===== src/verilog/gpib_if_map.vh =====
`ifndef GPIB_IF_MAP_VH
`define GPIB_IF_MAP_VH

// ==========================================
// Register byte offsets
`define OFS_ADDR 4'h0
`define OFS_STAT 4'h4
`define OFS_STB 4'h8
`define OFS_CTRL 4'hc

// ==========================================
// Reset values and limits
`define ADDR_FACTORY 5'h10
`define ADDR_MAX 5'h1e
`define STB_RST 8'h00

// ==========================================
// Field positions
`define STAT_REM 0
`define STAT_LLO 1
`define STAT_LISTEN 2
`define STAT_TALK 3
`define STAT_POLL 4
`define STAT_ADDR_ERR 5
`define STAT_SRQ 6
`define STB_RSV 6
`define CTRL_DEFAULT 0

// ==========================================
// Bus messages sent with attention true
`define MSG_GTL 7'h01
`define MSG_SDC 7'h04
`define MSG_GET 7'h08
`define MSG_LLO 7'h11
`define MSG_DCL 7'h14
`define MSG_SPE 7'h18
`define MSG_SPD 7'h19
`define MSG_UNL 7'h3f
`define MSG_UNT 7'h5f
`define GRP_LISTEN 2'b01
`define GRP_TALK 2'b10

// ==========================================
// Source handshake states
`define SRC_IDLE 2'h0
`define SRC_WAIT 2'h1
`define SRC_DAV 2'h2
`define SRC_HOLD 2'h3

`endif


===== src/verilog/ieee488_device_interface.v =====
// Overview of operation
// - Factory default restore sets address 16; only that address is answered.
// - Address writes above 30 are rejected and leave the address unchanged.
// - Remote is entered only when addressed to listen while remote enable true.
// - Talking works whenever addressed to talk, in remote or local.
// - In remote every front-panel key except local is ignored.
// - Local key in remote without lockout returns to local, keys enabled.
// - Interface clear forces local, talker idle and listener idle.
// - Interface clear leaves settings, stored data and registers untouched.
// - After lockout all keys are ignored, the local key included.
// - Go-to-local and power-up both cancel lockout.
// - Go-to-local while listening and in remote returns to local.
// - Universal device clear acts whether addressed or not.
// - Device clear pulses a flush of buffers and queues; settings kept.
// - Selective clear acts like device clear, only while listening.
// - Trigger while listening gives exactly one trigger pulse.
// - Serial poll returns the status byte at any time.
// - Service request is asserted; the controller polls to find it.
// - Remote indicator is on in remote and off in local.
// - The primary address is presented on the display from power-up.
//
// Design decisions made here: the Avalon-MM slave port and the register offsets.
`timescale 1ns/1ps
`default_nettype none
`include "gpib_if_map.vh"

module ieee488_device_interface #(
  parameter NKEY = 8
) (
  input wire clk_i,
  input wire rst_i,
  input wire [3:0] avs_address_i,
  input wire avs_read_i,
  input wire avs_write_i,
  input wire [31:0] avs_writedata_i,
  input wire [3:0] avs_byteenable_i,
  output reg [31:0] avs_readdata_o,
  output wire avs_waitrequest_o,
  input wire [7:0] dio_i,
  output reg [7:0] dio_o,
  output wire dio_oe_n_o,
  input wire atn_i,
  input wire ren_i,
  input wire ifc_i,
  input wire dav_i,
  output wire dav_o,
  output wire dav_oe_n_o,
  input wire nrfd_i,
  output wire nrfd_o,
  output wire nrfd_oe_n_o,
  input wire ndac_i,
  output wire ndac_o,
  output wire ndac_oe_n_o,
  output wire srq_o,
  output wire srq_oe_n_o,
  input wire [NKEY-1:0] keys_i,
  input wire local_key_i,
  output wire [NKEY-1:0] keys_o,
  output wire remote_o,
  output wire [4:0] addr_disp_o,
  output wire show_addr_o,
  output reg [7:0] rx_data_o,
  output reg rx_valid_o,
  input wire [7:0] tx_data_i,
  input wire tx_valid_i,
  output wire tx_ready_o,
  output reg trigger_o,
  output reg dev_clear_o
);

  // ==========================================
  // State
  reg ack_q;
  reg [4:0] addr_q;
  reg addr_err_q;
  reg [7:0] stb_q;
  reg rem_q;
  reg llo_q;
  reg listen_q;
  reg talk_q;
  reg poll_q;
  reg hold_q;
  reg polled_q;
  reg lkey_q;
  reg show_q;
  reg [1:0] src_q;
  reg poll_byte_q;

  // ==========================================
  // Register bus slave, one wait cycle
  wire req = avs_read_i | avs_write_i;
  wire wr_go = avs_write_i & ack_q & avs_byteenable_i[0];
  wire rd_go = avs_read_i & ack_q;
  wire addr_wr = wr_go & (avs_address_i == `OFS_ADDR);
  wire addr_ok = avs_writedata_i[7:0] <= {3'h0, `ADDR_MAX};
  wire dflt_wr = wr_go & (avs_address_i == `OFS_CTRL) &
                 avs_writedata_i[`CTRL_DEFAULT];
  wire rsv = stb_q[`STB_RSV];
  wire srq_on = rsv & ~polled_q;
  wire [7:0] stat_v;

  assign avs_waitrequest_o = req & ~ack_q;
  assign stat_v = {1'b0, srq_on, addr_err_q, poll_q, talk_q, listen_q,
                   llo_q, rem_q};

  always @(posedge clk_i) begin
    if (rst_i) begin
      ack_q <= 1'b0;
      avs_readdata_o <= 32'h0000_0000;
    end else begin
      ack_q <= req & ~ack_q;
      if (avs_read_i & ~ack_q) begin
        case (avs_address_i)
          `OFS_ADDR: avs_readdata_o <= {27'h0, addr_q};
          `OFS_STAT: avs_readdata_o <= {24'h0, stat_v};
          `OFS_STB: avs_readdata_o <= {24'h0, stb_q};
          default: avs_readdata_o <= 32'h0000_0000;
        endcase
      end
    end
  end

  always @(posedge clk_i) begin
    if (rst_i) begin
      addr_q <= `ADDR_FACTORY;
      addr_err_q <= 1'b0;
      stb_q <= `STB_RST;
    end else begin
      if (dflt_wr) begin
        addr_q <= `ADDR_FACTORY;
      end else if (addr_wr & addr_ok) begin
        addr_q <= avs_writedata_i[4:0];
      end
      if (addr_wr & ~addr_ok) begin
        addr_err_q <= 1'b1;
      end else if (rd_go & (avs_address_i == `OFS_STAT)) begin
        addr_err_q <= 1'b0;
      end
      if (wr_go & (avs_address_i == `OFS_STB)) begin
        stb_q <= avs_writedata_i[7:0];
      end
    end
  end

  // ==========================================
  // Acceptor handshake and message decode
  wire acc_on = (atn_i | listen_q) & ~ifc_i;
  wire take = acc_on & dav_i & ~hold_q;
  wire cmd_take = take & atn_i;
  wire dat_take = take & ~atn_i;
  wire [6:0] cmd = dio_i[6:0];
  wire my_listen = cmd == {`GRP_LISTEN, addr_q};
  wire my_talk = cmd == {`GRP_TALK, addr_q};
  wire other_talk = (cmd[6:5] == `GRP_TALK) & ~my_talk;
  wire is_gtl = cmd_take & (cmd == `MSG_GTL) & listen_q;
  wire is_get = cmd_take & (cmd == `MSG_GET) & listen_q;
  wire is_sdc = cmd_take & (cmd == `MSG_SDC) & listen_q;
  wire is_dcl = cmd_take & (cmd == `MSG_DCL);
  wire lkey_press = local_key_i & ~lkey_q;

  assign nrfd_o = 1'b1;
  assign ndac_o = 1'b1;
  assign nrfd_oe_n_o = ~(acc_on & hold_q);
  assign ndac_oe_n_o = ~(acc_on & ~hold_q);

  always @(posedge clk_i) begin
    if (rst_i) begin
      hold_q <= 1'b0;
      rx_data_o <= 8'h00;
      rx_valid_o <= 1'b0;
      trigger_o <= 1'b0;
      dev_clear_o <= 1'b0;
    end else begin
      if (take) begin
        hold_q <= 1'b1;
      end else if (~dav_i | ~acc_on) begin
        hold_q <= 1'b0;
      end
      rx_valid_o <= dat_take;
      if (dat_take) begin
        rx_data_o <= dio_i;
      end
      trigger_o <= is_get;
      dev_clear_o <= is_dcl | is_sdc;
    end
  end

  // ==========================================
  // Addressing, remote and lockout; IFC clears addressing and remote but not lockout, and the handshake states hold_q and src_q
  always @(posedge clk_i) begin
    if (rst_i) begin
      listen_q <= 1'b0;
      talk_q <= 1'b0;
      rem_q <= 1'b0;
      llo_q <= 1'b0;
      poll_q <= 1'b0;
      lkey_q <= 1'b0;
    end else begin
      lkey_q <= local_key_i;
      if (ifc_i) begin
        listen_q <= 1'b0;
        talk_q <= 1'b0;
        poll_q <= 1'b0;
      end else if (cmd_take) begin
        if (my_listen) begin
          listen_q <= 1'b1;
        end else if (cmd == `MSG_UNL) begin
          listen_q <= 1'b0;
        end
        if (my_talk) begin
          talk_q <= 1'b1;
        end else if ((cmd == `MSG_UNT) | other_talk) begin
          talk_q <= 1'b0;
        end
        if (cmd == `MSG_SPE) begin
          poll_q <= 1'b1;
        end else if (cmd == `MSG_SPD) begin
          poll_q <= 1'b0;
        end
      end
      if (~ren_i | ifc_i) begin
        rem_q <= 1'b0;
      end else if (cmd_take & my_listen) begin
        rem_q <= 1'b1;
      end else if (is_gtl) begin
        rem_q <= 1'b0;
      end else if (lkey_press & ~llo_q) begin
        rem_q <= 1'b0;
      end
      if (~ren_i | is_gtl) begin
        llo_q <= 1'b0;
      end else if (cmd_take & (cmd == `MSG_LLO)) begin
        llo_q <= 1'b1;
      end
    end
  end

  // ==========================================
  // Front panel gating and display
  assign keys_o = (rem_q | llo_q) ? {NKEY{1'b0}} : keys_i;
  assign remote_o = rem_q;
  assign addr_disp_o = addr_q;
  assign show_addr_o = show_q;

  always @(posedge clk_i) begin
    if (rst_i) begin
      show_q <= 1'b1;
    end else if ((|keys_i) | local_key_i) begin
      show_q <= 1'b0;
    end
  end

  // ==========================================
  // Source handshake: status byte in poll, else user data
  wire talk_on = talk_q & ~atn_i & ~ifc_i;
  wire load = talk_on & (src_q == `SRC_IDLE) & (poll_q | tx_valid_i);
  wire src_done = (src_q == `SRC_DAV) & ~ndac_i;

  assign tx_ready_o = talk_on & (src_q == `SRC_IDLE) & ~poll_q;
  assign dio_oe_n_o = ~(talk_on & (src_q != `SRC_IDLE) &
                        (src_q != `SRC_HOLD));
  assign dav_o = 1'b1;
  assign dav_oe_n_o = ~(talk_on & (src_q == `SRC_DAV));
  assign srq_o = 1'b1;
  assign srq_oe_n_o = ~srq_on;

  always @(posedge clk_i) begin
    if (rst_i) begin
      src_q <= `SRC_IDLE;
      dio_o <= 8'h00;
      poll_byte_q <= 1'b0;
      polled_q <= 1'b0;
    end else begin
      if (~rsv) begin
        polled_q <= 1'b0;
      end else if (src_done & poll_byte_q & srq_on) begin
        polled_q <= 1'b1;
      end
      if (~talk_on) begin
        src_q <= `SRC_IDLE;
      end else begin
        case (src_q)
          `SRC_IDLE: begin
            if (load) begin
              src_q <= `SRC_WAIT;
              poll_byte_q <= poll_q;
              if (poll_q) begin
                dio_o <= {stb_q[7], srq_on, stb_q[5:0]};
              end else begin
                dio_o <= tx_data_i;
              end
            end
          end
          `SRC_WAIT: begin
            if (~nrfd_i) begin
              src_q <= `SRC_DAV;
            end
          end
          `SRC_DAV: begin
            if (~ndac_i) begin
              src_q <= poll_byte_q ? `SRC_HOLD : `SRC_IDLE;
            end
          end
          `SRC_HOLD: begin
            if (~poll_q) begin
              src_q <= `SRC_IDLE;
            end
          end
          default: src_q <= `SRC_IDLE;
        endcase
      end
    end
  end

endmodule
`default_nettype wire

===== config.mk =====
export PLATFORM = sky130hd
export DESIGN_NAME = ieee488_device_interface
export DESIGN_NICKNAME = d
export VERILOG_FILES = /design/src/verilog/ieee488_device_interface.v
export VERILOG_INCLUDE_DIRS = /design/src /design/src/verilog
export SDC_FILE = /design/constraint.sdc
export NUM_CORES = 1
export LEC_CHECK = 0
export ABC_AREA = 1
export BUFFER_PORTS_ARGS = -buffer_cell sky130_fd_sc_hd__buf_2
export CAP_MARGIN = 0
export CORE_ASPECT_RATIO = 1.2
export CORE_MARGIN = 2
export CORE_UTILIZATION = 46
export DETAILED_ROUTE_END_ITERATION = 10
export PLACE_DENSITY = 0.89
export SETUP_SLACK_MARGIN = 0.05
export SYNTH_ARGS = -nofsm -noshare
export SYNTH_HDL_FRONTEND = slang
export SYNTH_SLANG_ARGS = --single-unit

===== constraint.sdc =====
create_clock -name clk_i -period 1.3 [get_ports clk_i]
set_clock_uncertainty 0.05 [all_clocks]
set_input_delay 0.26 -clock clk_i [delete_from_list [all_inputs] [get_ports clk_i]]
set_output_delay 0.26 -clock clk_i [all_outputs]
set_load 0.01 [all_outputs]

# == Yosys cells after proc, flatten, opt, wreduce, memory -nomap -nowiden ==
# Index checks and enable logic that the tools add are counted.
# op_classes
n_bitwise,74
n_lt_le_gt_ge,1
eq_ne,23
reduce_logical,21
muxes,22
# op_table
operator,n
$and 1x1->1,43
$eq 7x5->1 const B,4
$pmux 8 s3,1
$not 1->1,21
$mux 8,2
$mux 1,13
$reduce_bool 2->1,6
$reduce_or 2->1,6
$mux 2,5
$ne 2x2->1 const B,5
$or 1x1->1,10
$eq 4x4->1 const B,2
$le 8x5->1 const B,1
$pmux 2 s4,1
$reduce_or 8->1,1
$eq 7x1->1 const B,1
$eq 7x3->1 const B,1
$eq 7x4->1 const B,1
$eq 7x6->1,1
$eq 7x6->1 const B,1
$eq 7x7->1,1
$eq 7x7->1 const B,1
$eq 2x2->1 const B,3
$reduce_and 2->1,3
7 further kinds,7
# word_totals
inputBits,76
word_cells,162
regBits,78

# == Longest topological paths before layout ==
# logic_depth
ltp_word,9
depth_mapped,9
ltp_nobuf,8

# == Worst setup path after synthesis ==
# Ideal clock, no wire load.
# synth_timing
path_kind,reg-to-output
from,"reg rem_q, in the netlist remote_o"
to,out keys_o[0]
path_slack_ns,0.041
required_time_ns,0.990
t_arrival_ns,0.949
path_stages_with_launch,4
cell_sequence,dfxtp_1 > or2_2 > clkbuf_1 > nor2_1
# synth_between
elab_chain_cells,2
# synth_lines
item,line_no,text
start: declaration,ieee488_device_interface.v:77,reg rem_q;
start signal: assignment,ieee488_device_interface.v:194,rem_q <= 1'b0;
start signal: assignment,ieee488_device_interface.v:222,rem_q <= 1'b0;
start signal: assignment,ieee488_device_interface.v:224,rem_q <= 1'b1;
$or 1x1->1,ieee488_device_interface.v:240,assign keys_o = (rem_q | llo_q) ? {NKEY{1'b0}} : keys_i;
$mux 8,ieee488_device_interface.v:240,
end: declaration,ieee488_device_interface.v:58,"output wire [NKEY-1:0] keys_o,"
# No other way between the ends.

# == Final worst setup path ==
# layout_timing
from,reg talk_q
to,out tx_ready_o
# layout_between
elab_chain_cells,4
# layout_lines
item,line_no,text
start: declaration,ieee488_device_interface.v:80,reg talk_q;
start signal: assignment,ieee488_device_interface.v:193,talk_q <= 1'b0;
start signal: assignment,ieee488_device_interface.v:202,talk_q <= 1'b0;
start signal: assignment,ieee488_device_interface.v:211,talk_q <= 1'b1;
$and 1x1->1 (2 in a row),ieee488_device_interface.v:255,wire talk_on = talk_q & ~atn_i & ~ifc_i;
$and 1x1->1 (2 in a row),ieee488_device_interface.v:259,assign tx_ready_o = talk_on & (src_q == `SRC_IDLE) & ~poll_q;
end: declaration,ieee488_device_interface.v:66,"output wire tx_ready_o,"
# No other way between the ends.

==> impl_table.tex <==
\begin{tabular}{lr}
\hline
Metric & Value \\
\hline
\multicolumn{2}{l}{\textbf{Job}} \\
Max-cap viol count & 0 \\
\multicolumn{2}{l}{\textbf{Drt}} \\
DRC viols & 0 \\
Vias post-DR & 3,295 \\
Final WL & 8480 microns \\
Number of iterations in the first detailed-routing pass & 4 \\
Average wire per cell in the routed design & 12.5 microns \\
Vias per inst & 4.87 \\
Iter 0 DRT Violations & 203 \\
Residual antenna-violating net count after detailed routing & 0 \\
\multicolumn{2}{l}{\textbf{GRT}} \\
Number of global-route vias before repair & 2,952 \\
Antenna violations before repair & 0 \\
Pin count of the biggest net entering global routing & 20 \\
First-pass GRT wire length & 12,500 microns \\
GR Util All Layers & 21.4\% \\
Global route total overflow & 0 \\
\multicolumn{2}{l}{\textbf{Timing}} \\
Number of slew-limit violations in the final report & 0 \\
Final setup viols & 13 \\
Final period demand of the worst path & 1.49 ns \\
Worst setup slack after layout & -0.193 ns \\
Worst hold slack after final layout & 0.147 ns \\
Final Hold Viols & 0 \\
Setup TNS & -1.87 ns \\
Highest Clock Rate & 0.670 GHz \\
Final period util & 115\% \\
Unrepaired setup endpoints after global routing & yes \\
\multicolumn{2}{l}{\textbf{Worst setup path}} \\
Required time at the endpoint of the critical path & 0.99 ns \\
CP Launch Type & flip-flop \\
Critical path's slowest cell & dfxtp\_2 \\
Origin of the critical flop-to-flop path & listen\_q \\
Crit Path Category & reg -> out \\
Bufs and invs on worst path & 2 \\
Peak per-stage delay on the critical path & 0.34 ns \\
Capture instance of the worst register-to-register path & rx\_data\_o[5] \\
Crit path depth & 6 \\
Chain of cells forming the critical path & nand2\_2, nor2\_4, buf\_6, nand2\_2, nor2\_1, buf\_2 \\
Delay-heaviest family, CP & flip-flops \\
Worst reg-to-reg path cell count & 9 \\
Library cell appearing most often on the critical path & nand2\_2 \\
Setup slack of the most critical reg-to-reg path & 0.01 ns \\
Data arrival, critical path & 1.18 ns \\
Largest fanout of any net on the critical path & 3 \\
Nature of the critical path endpoint & output port \\
\multicolumn{2}{l}{\textbf{Placement}} \\
Worst-case setup slack after placement & -0.112 ns \\
Number of buffers inserted by port buffering & 97 \\
Number of cells in the design after placement & 656 \\
GPL Wtd Cong & 0.873 \\
Detailed placement HPWL & 6110 microns \\
\multicolumn{2}{l}{\textbf{Final layout}} \\
Area growth, synth to finish & 36.4\% \\
Number of antenna diodes & 0 \\
Layout net count & 667 \\
Non-filler instance count after layout & 677 \\
Top library cells by usage in the layout, fill and taps aside & 95 x buf\_2, 89 x nand2\_1, 87 x nor2\_1 \\
Share of post-route cells with drive strength above 1 & 37.7\% \\
Most frequent standard cell in the layout excluding fill and tap cells & buf\_2 \\
\multicolumn{2}{l}{\textbf{Run status}} \\
Failing checks & negative setup slack \\
Outcome & complete, but fails checks \\
\multicolumn{2}{l}{\textbf{CTS}} \\
H-tree lvl count & 2 \\
TritonCTS clock tree & done \\
Reg clk slew, reported paths & 0.10 ns \\
Number of CTS-inserted buffers & 5 \\
Clock latency at the later pin of the worst-skew pair & 0.31 ns \\
Number of clock sinks & 54 \\
Maximum clock insertion buffer count & 2 \\
Number of hold-repair buffers added at the cts stage & 0 \\
Clock tree root buffer cell & clkbuf\_8 \\
\multicolumn{2}{l}{\textbf{Floorplan}} \\
Die area & 7130 sq um \\
Core area & 6330 sq um \\
Initial Util & 47.1\% \\
X dimension of the die & 77.4 microns \\
Count of boundary I/O pins & 153 \\
Placement Rows & 32 \\
Die extent in y & 92.1 microns \\
\multicolumn{2}{l}{\textbf{Power and ir drop}} \\
Leak Pwr & 2.05 nW \\
Power Dens Cells & 779 nW/um\^{}2 \\
Peak ir drop on the vdd network & 493 uV \\
\multicolumn{2}{l}{\textbf{Synthesis}} \\
Number of distinct library cells after synthesis & 37 \\
Synthesized area & 2980 sq um \\
Synth Area per Inst & 6.51 sq um \\
Synth Warn \# & 0 \\
Number of instances in the synthesized netlist & 457 \\
Seq cells post-synth & 54 \\
Sequential cell area fraction in the yosys report & 36.3\% \\
\multicolumn{2}{l}{\textbf{Hold path}} \\
Worst hold path endpoint & stb\_q[6] \\
Worst hold-check path type & in -> reg \\
Cells on Worst Hold Path & 3 \\
Beginning of the worst hold path & avs\_writedata\_i[6] \\
\hline
\end{tabular}
[Yosys cell counts]
library cell | instances | area [sq um]
or2_2 | 2 | 12.5
nand3_2 | 2 | 20.0
a21boi_0 | 1 | 7.51
nand4_2 | 1 | 12.5
inv_1 | 43 | 161
conb_1 | 2 | 7.51
nand2_4 | 1 | 11.3
o21a_1 | 1 | 7.51
nand3b_1 | 1 | 7.51
buf_2 | 1 | 5.00
buf_4 | 30 | 225
nor2_2 | 3 | 18.8
clkinv_1 | 2 | 7.51
nor2_1 | 104 | 390
dfxtp_1 | 54 | 1080
nand3_1 | 14 | 70.1
clkbuf_2 | 1 | 5.00
nand2_1 | 99 | 372
nand4_1 | 11 | 68.8
clkinv_2 | 1 | 5.00
clkbuf_1 | 5 | 18.8
a21oi_1 | 16 | 80.1
o21ai_0 | 34 | 170
nand3b_2 | 1 | 11.3
nor3_1 | 2 | 10.0
inv_2 | 3 | 11.3
xnor2_1 | 1 | 8.76
o21ai_1 | 5 | 25.0
nor2_4 | 3 | 33.8
nand2_2 | 3 | 18.8
nor4_1 | 3 | 18.8
buf_6 | 2 | 22.5
clkinv_4 | 1 | 8.76
o211ai_1 | 1 | 7.51
nand3_4 | 1 | 17.5
nor3_2 | 1 | 10.0
o31ai_1 | 1 | 7.51
[logic make-up after synthesis]
logic type,count (synthesis),share of synthesized area (%)
compound gates,59,10.3
xor+xnor,1,0.294
buf+inv,89,15.8
flops,54,36.3
other cells,2,0.252
simple gates,252,37.1
[stage by stage]
step	utilization (%)	power (mW)	cell area, sq um
finish	64.2	3.16	4060
global route	64.2	3.30	4060
CTS	59.9	3.11	3790
detailed placement	57.1	2.15	3610
global placement	57.1	2.14	3610
floorplan	-	2.01	3070
[report_power, final]
group	internal, mW	switching [mW]	total, mW
registers	1.67	0.0138	1.69
logic	0.197	0.308	0.505
clock network	0.431	0.541	0.972
[metal layers]
layer	global-route usage [%]	vias up	wire length, microns
met5	0	-	0
met4	5.36	0	156
met3	3.74	12	565
met2	41.2	124	4550
met1	24.1	1502	3210
li1	-	1657	-
[layout make-up]
type                    instances  area (sq um)
flip-flops and latches         54          1100
clock inverters                 1          5.00
repair buffers                137           821
clock buffers                   7          86.3
repair inverters                1          5.00
inverters                      50           204
well taps                      85           106
multi-input cells             342          1740
fillers                       562          2270
[registers in the layout, summed over array words and instances, names as in the netlist, 2 cells and up]
name	count
rx_data_o	8
stb_q	8
dio_o	8
src_q	2
addr_disp_o	5
avs_readdata_o	8
[tightest hold or removal path, delay by kind of cell]
family,cells,cell delay (ns)
and+or+nand+nor,2,0.12
buffers and inverters,1,0.09
[worst max path at each step]
stage,start,endpoint
6_report,talk_q,tx_ready_o
5_1_grt,talk_q,tx_ready_o
4_1_cts,talk_q,tx_ready_o
3_5_place_dp,atn_i,dio_o[7]
3_3_place_gp,atn_i,dio_o[5]
2_1_floorplan,remote_o,keys_o[0]
[timing repair]
action | in CTS | in global routing
pin swaps | 7 | 19
resized for setup | 23 | 74
gates cloned | 0 | 3
hold endpoints to repair | 0 | 0
setup endpoints to repair | 25 | 48
buffers inserted | 5 | 5
Power figures use the tool's default switching activity.
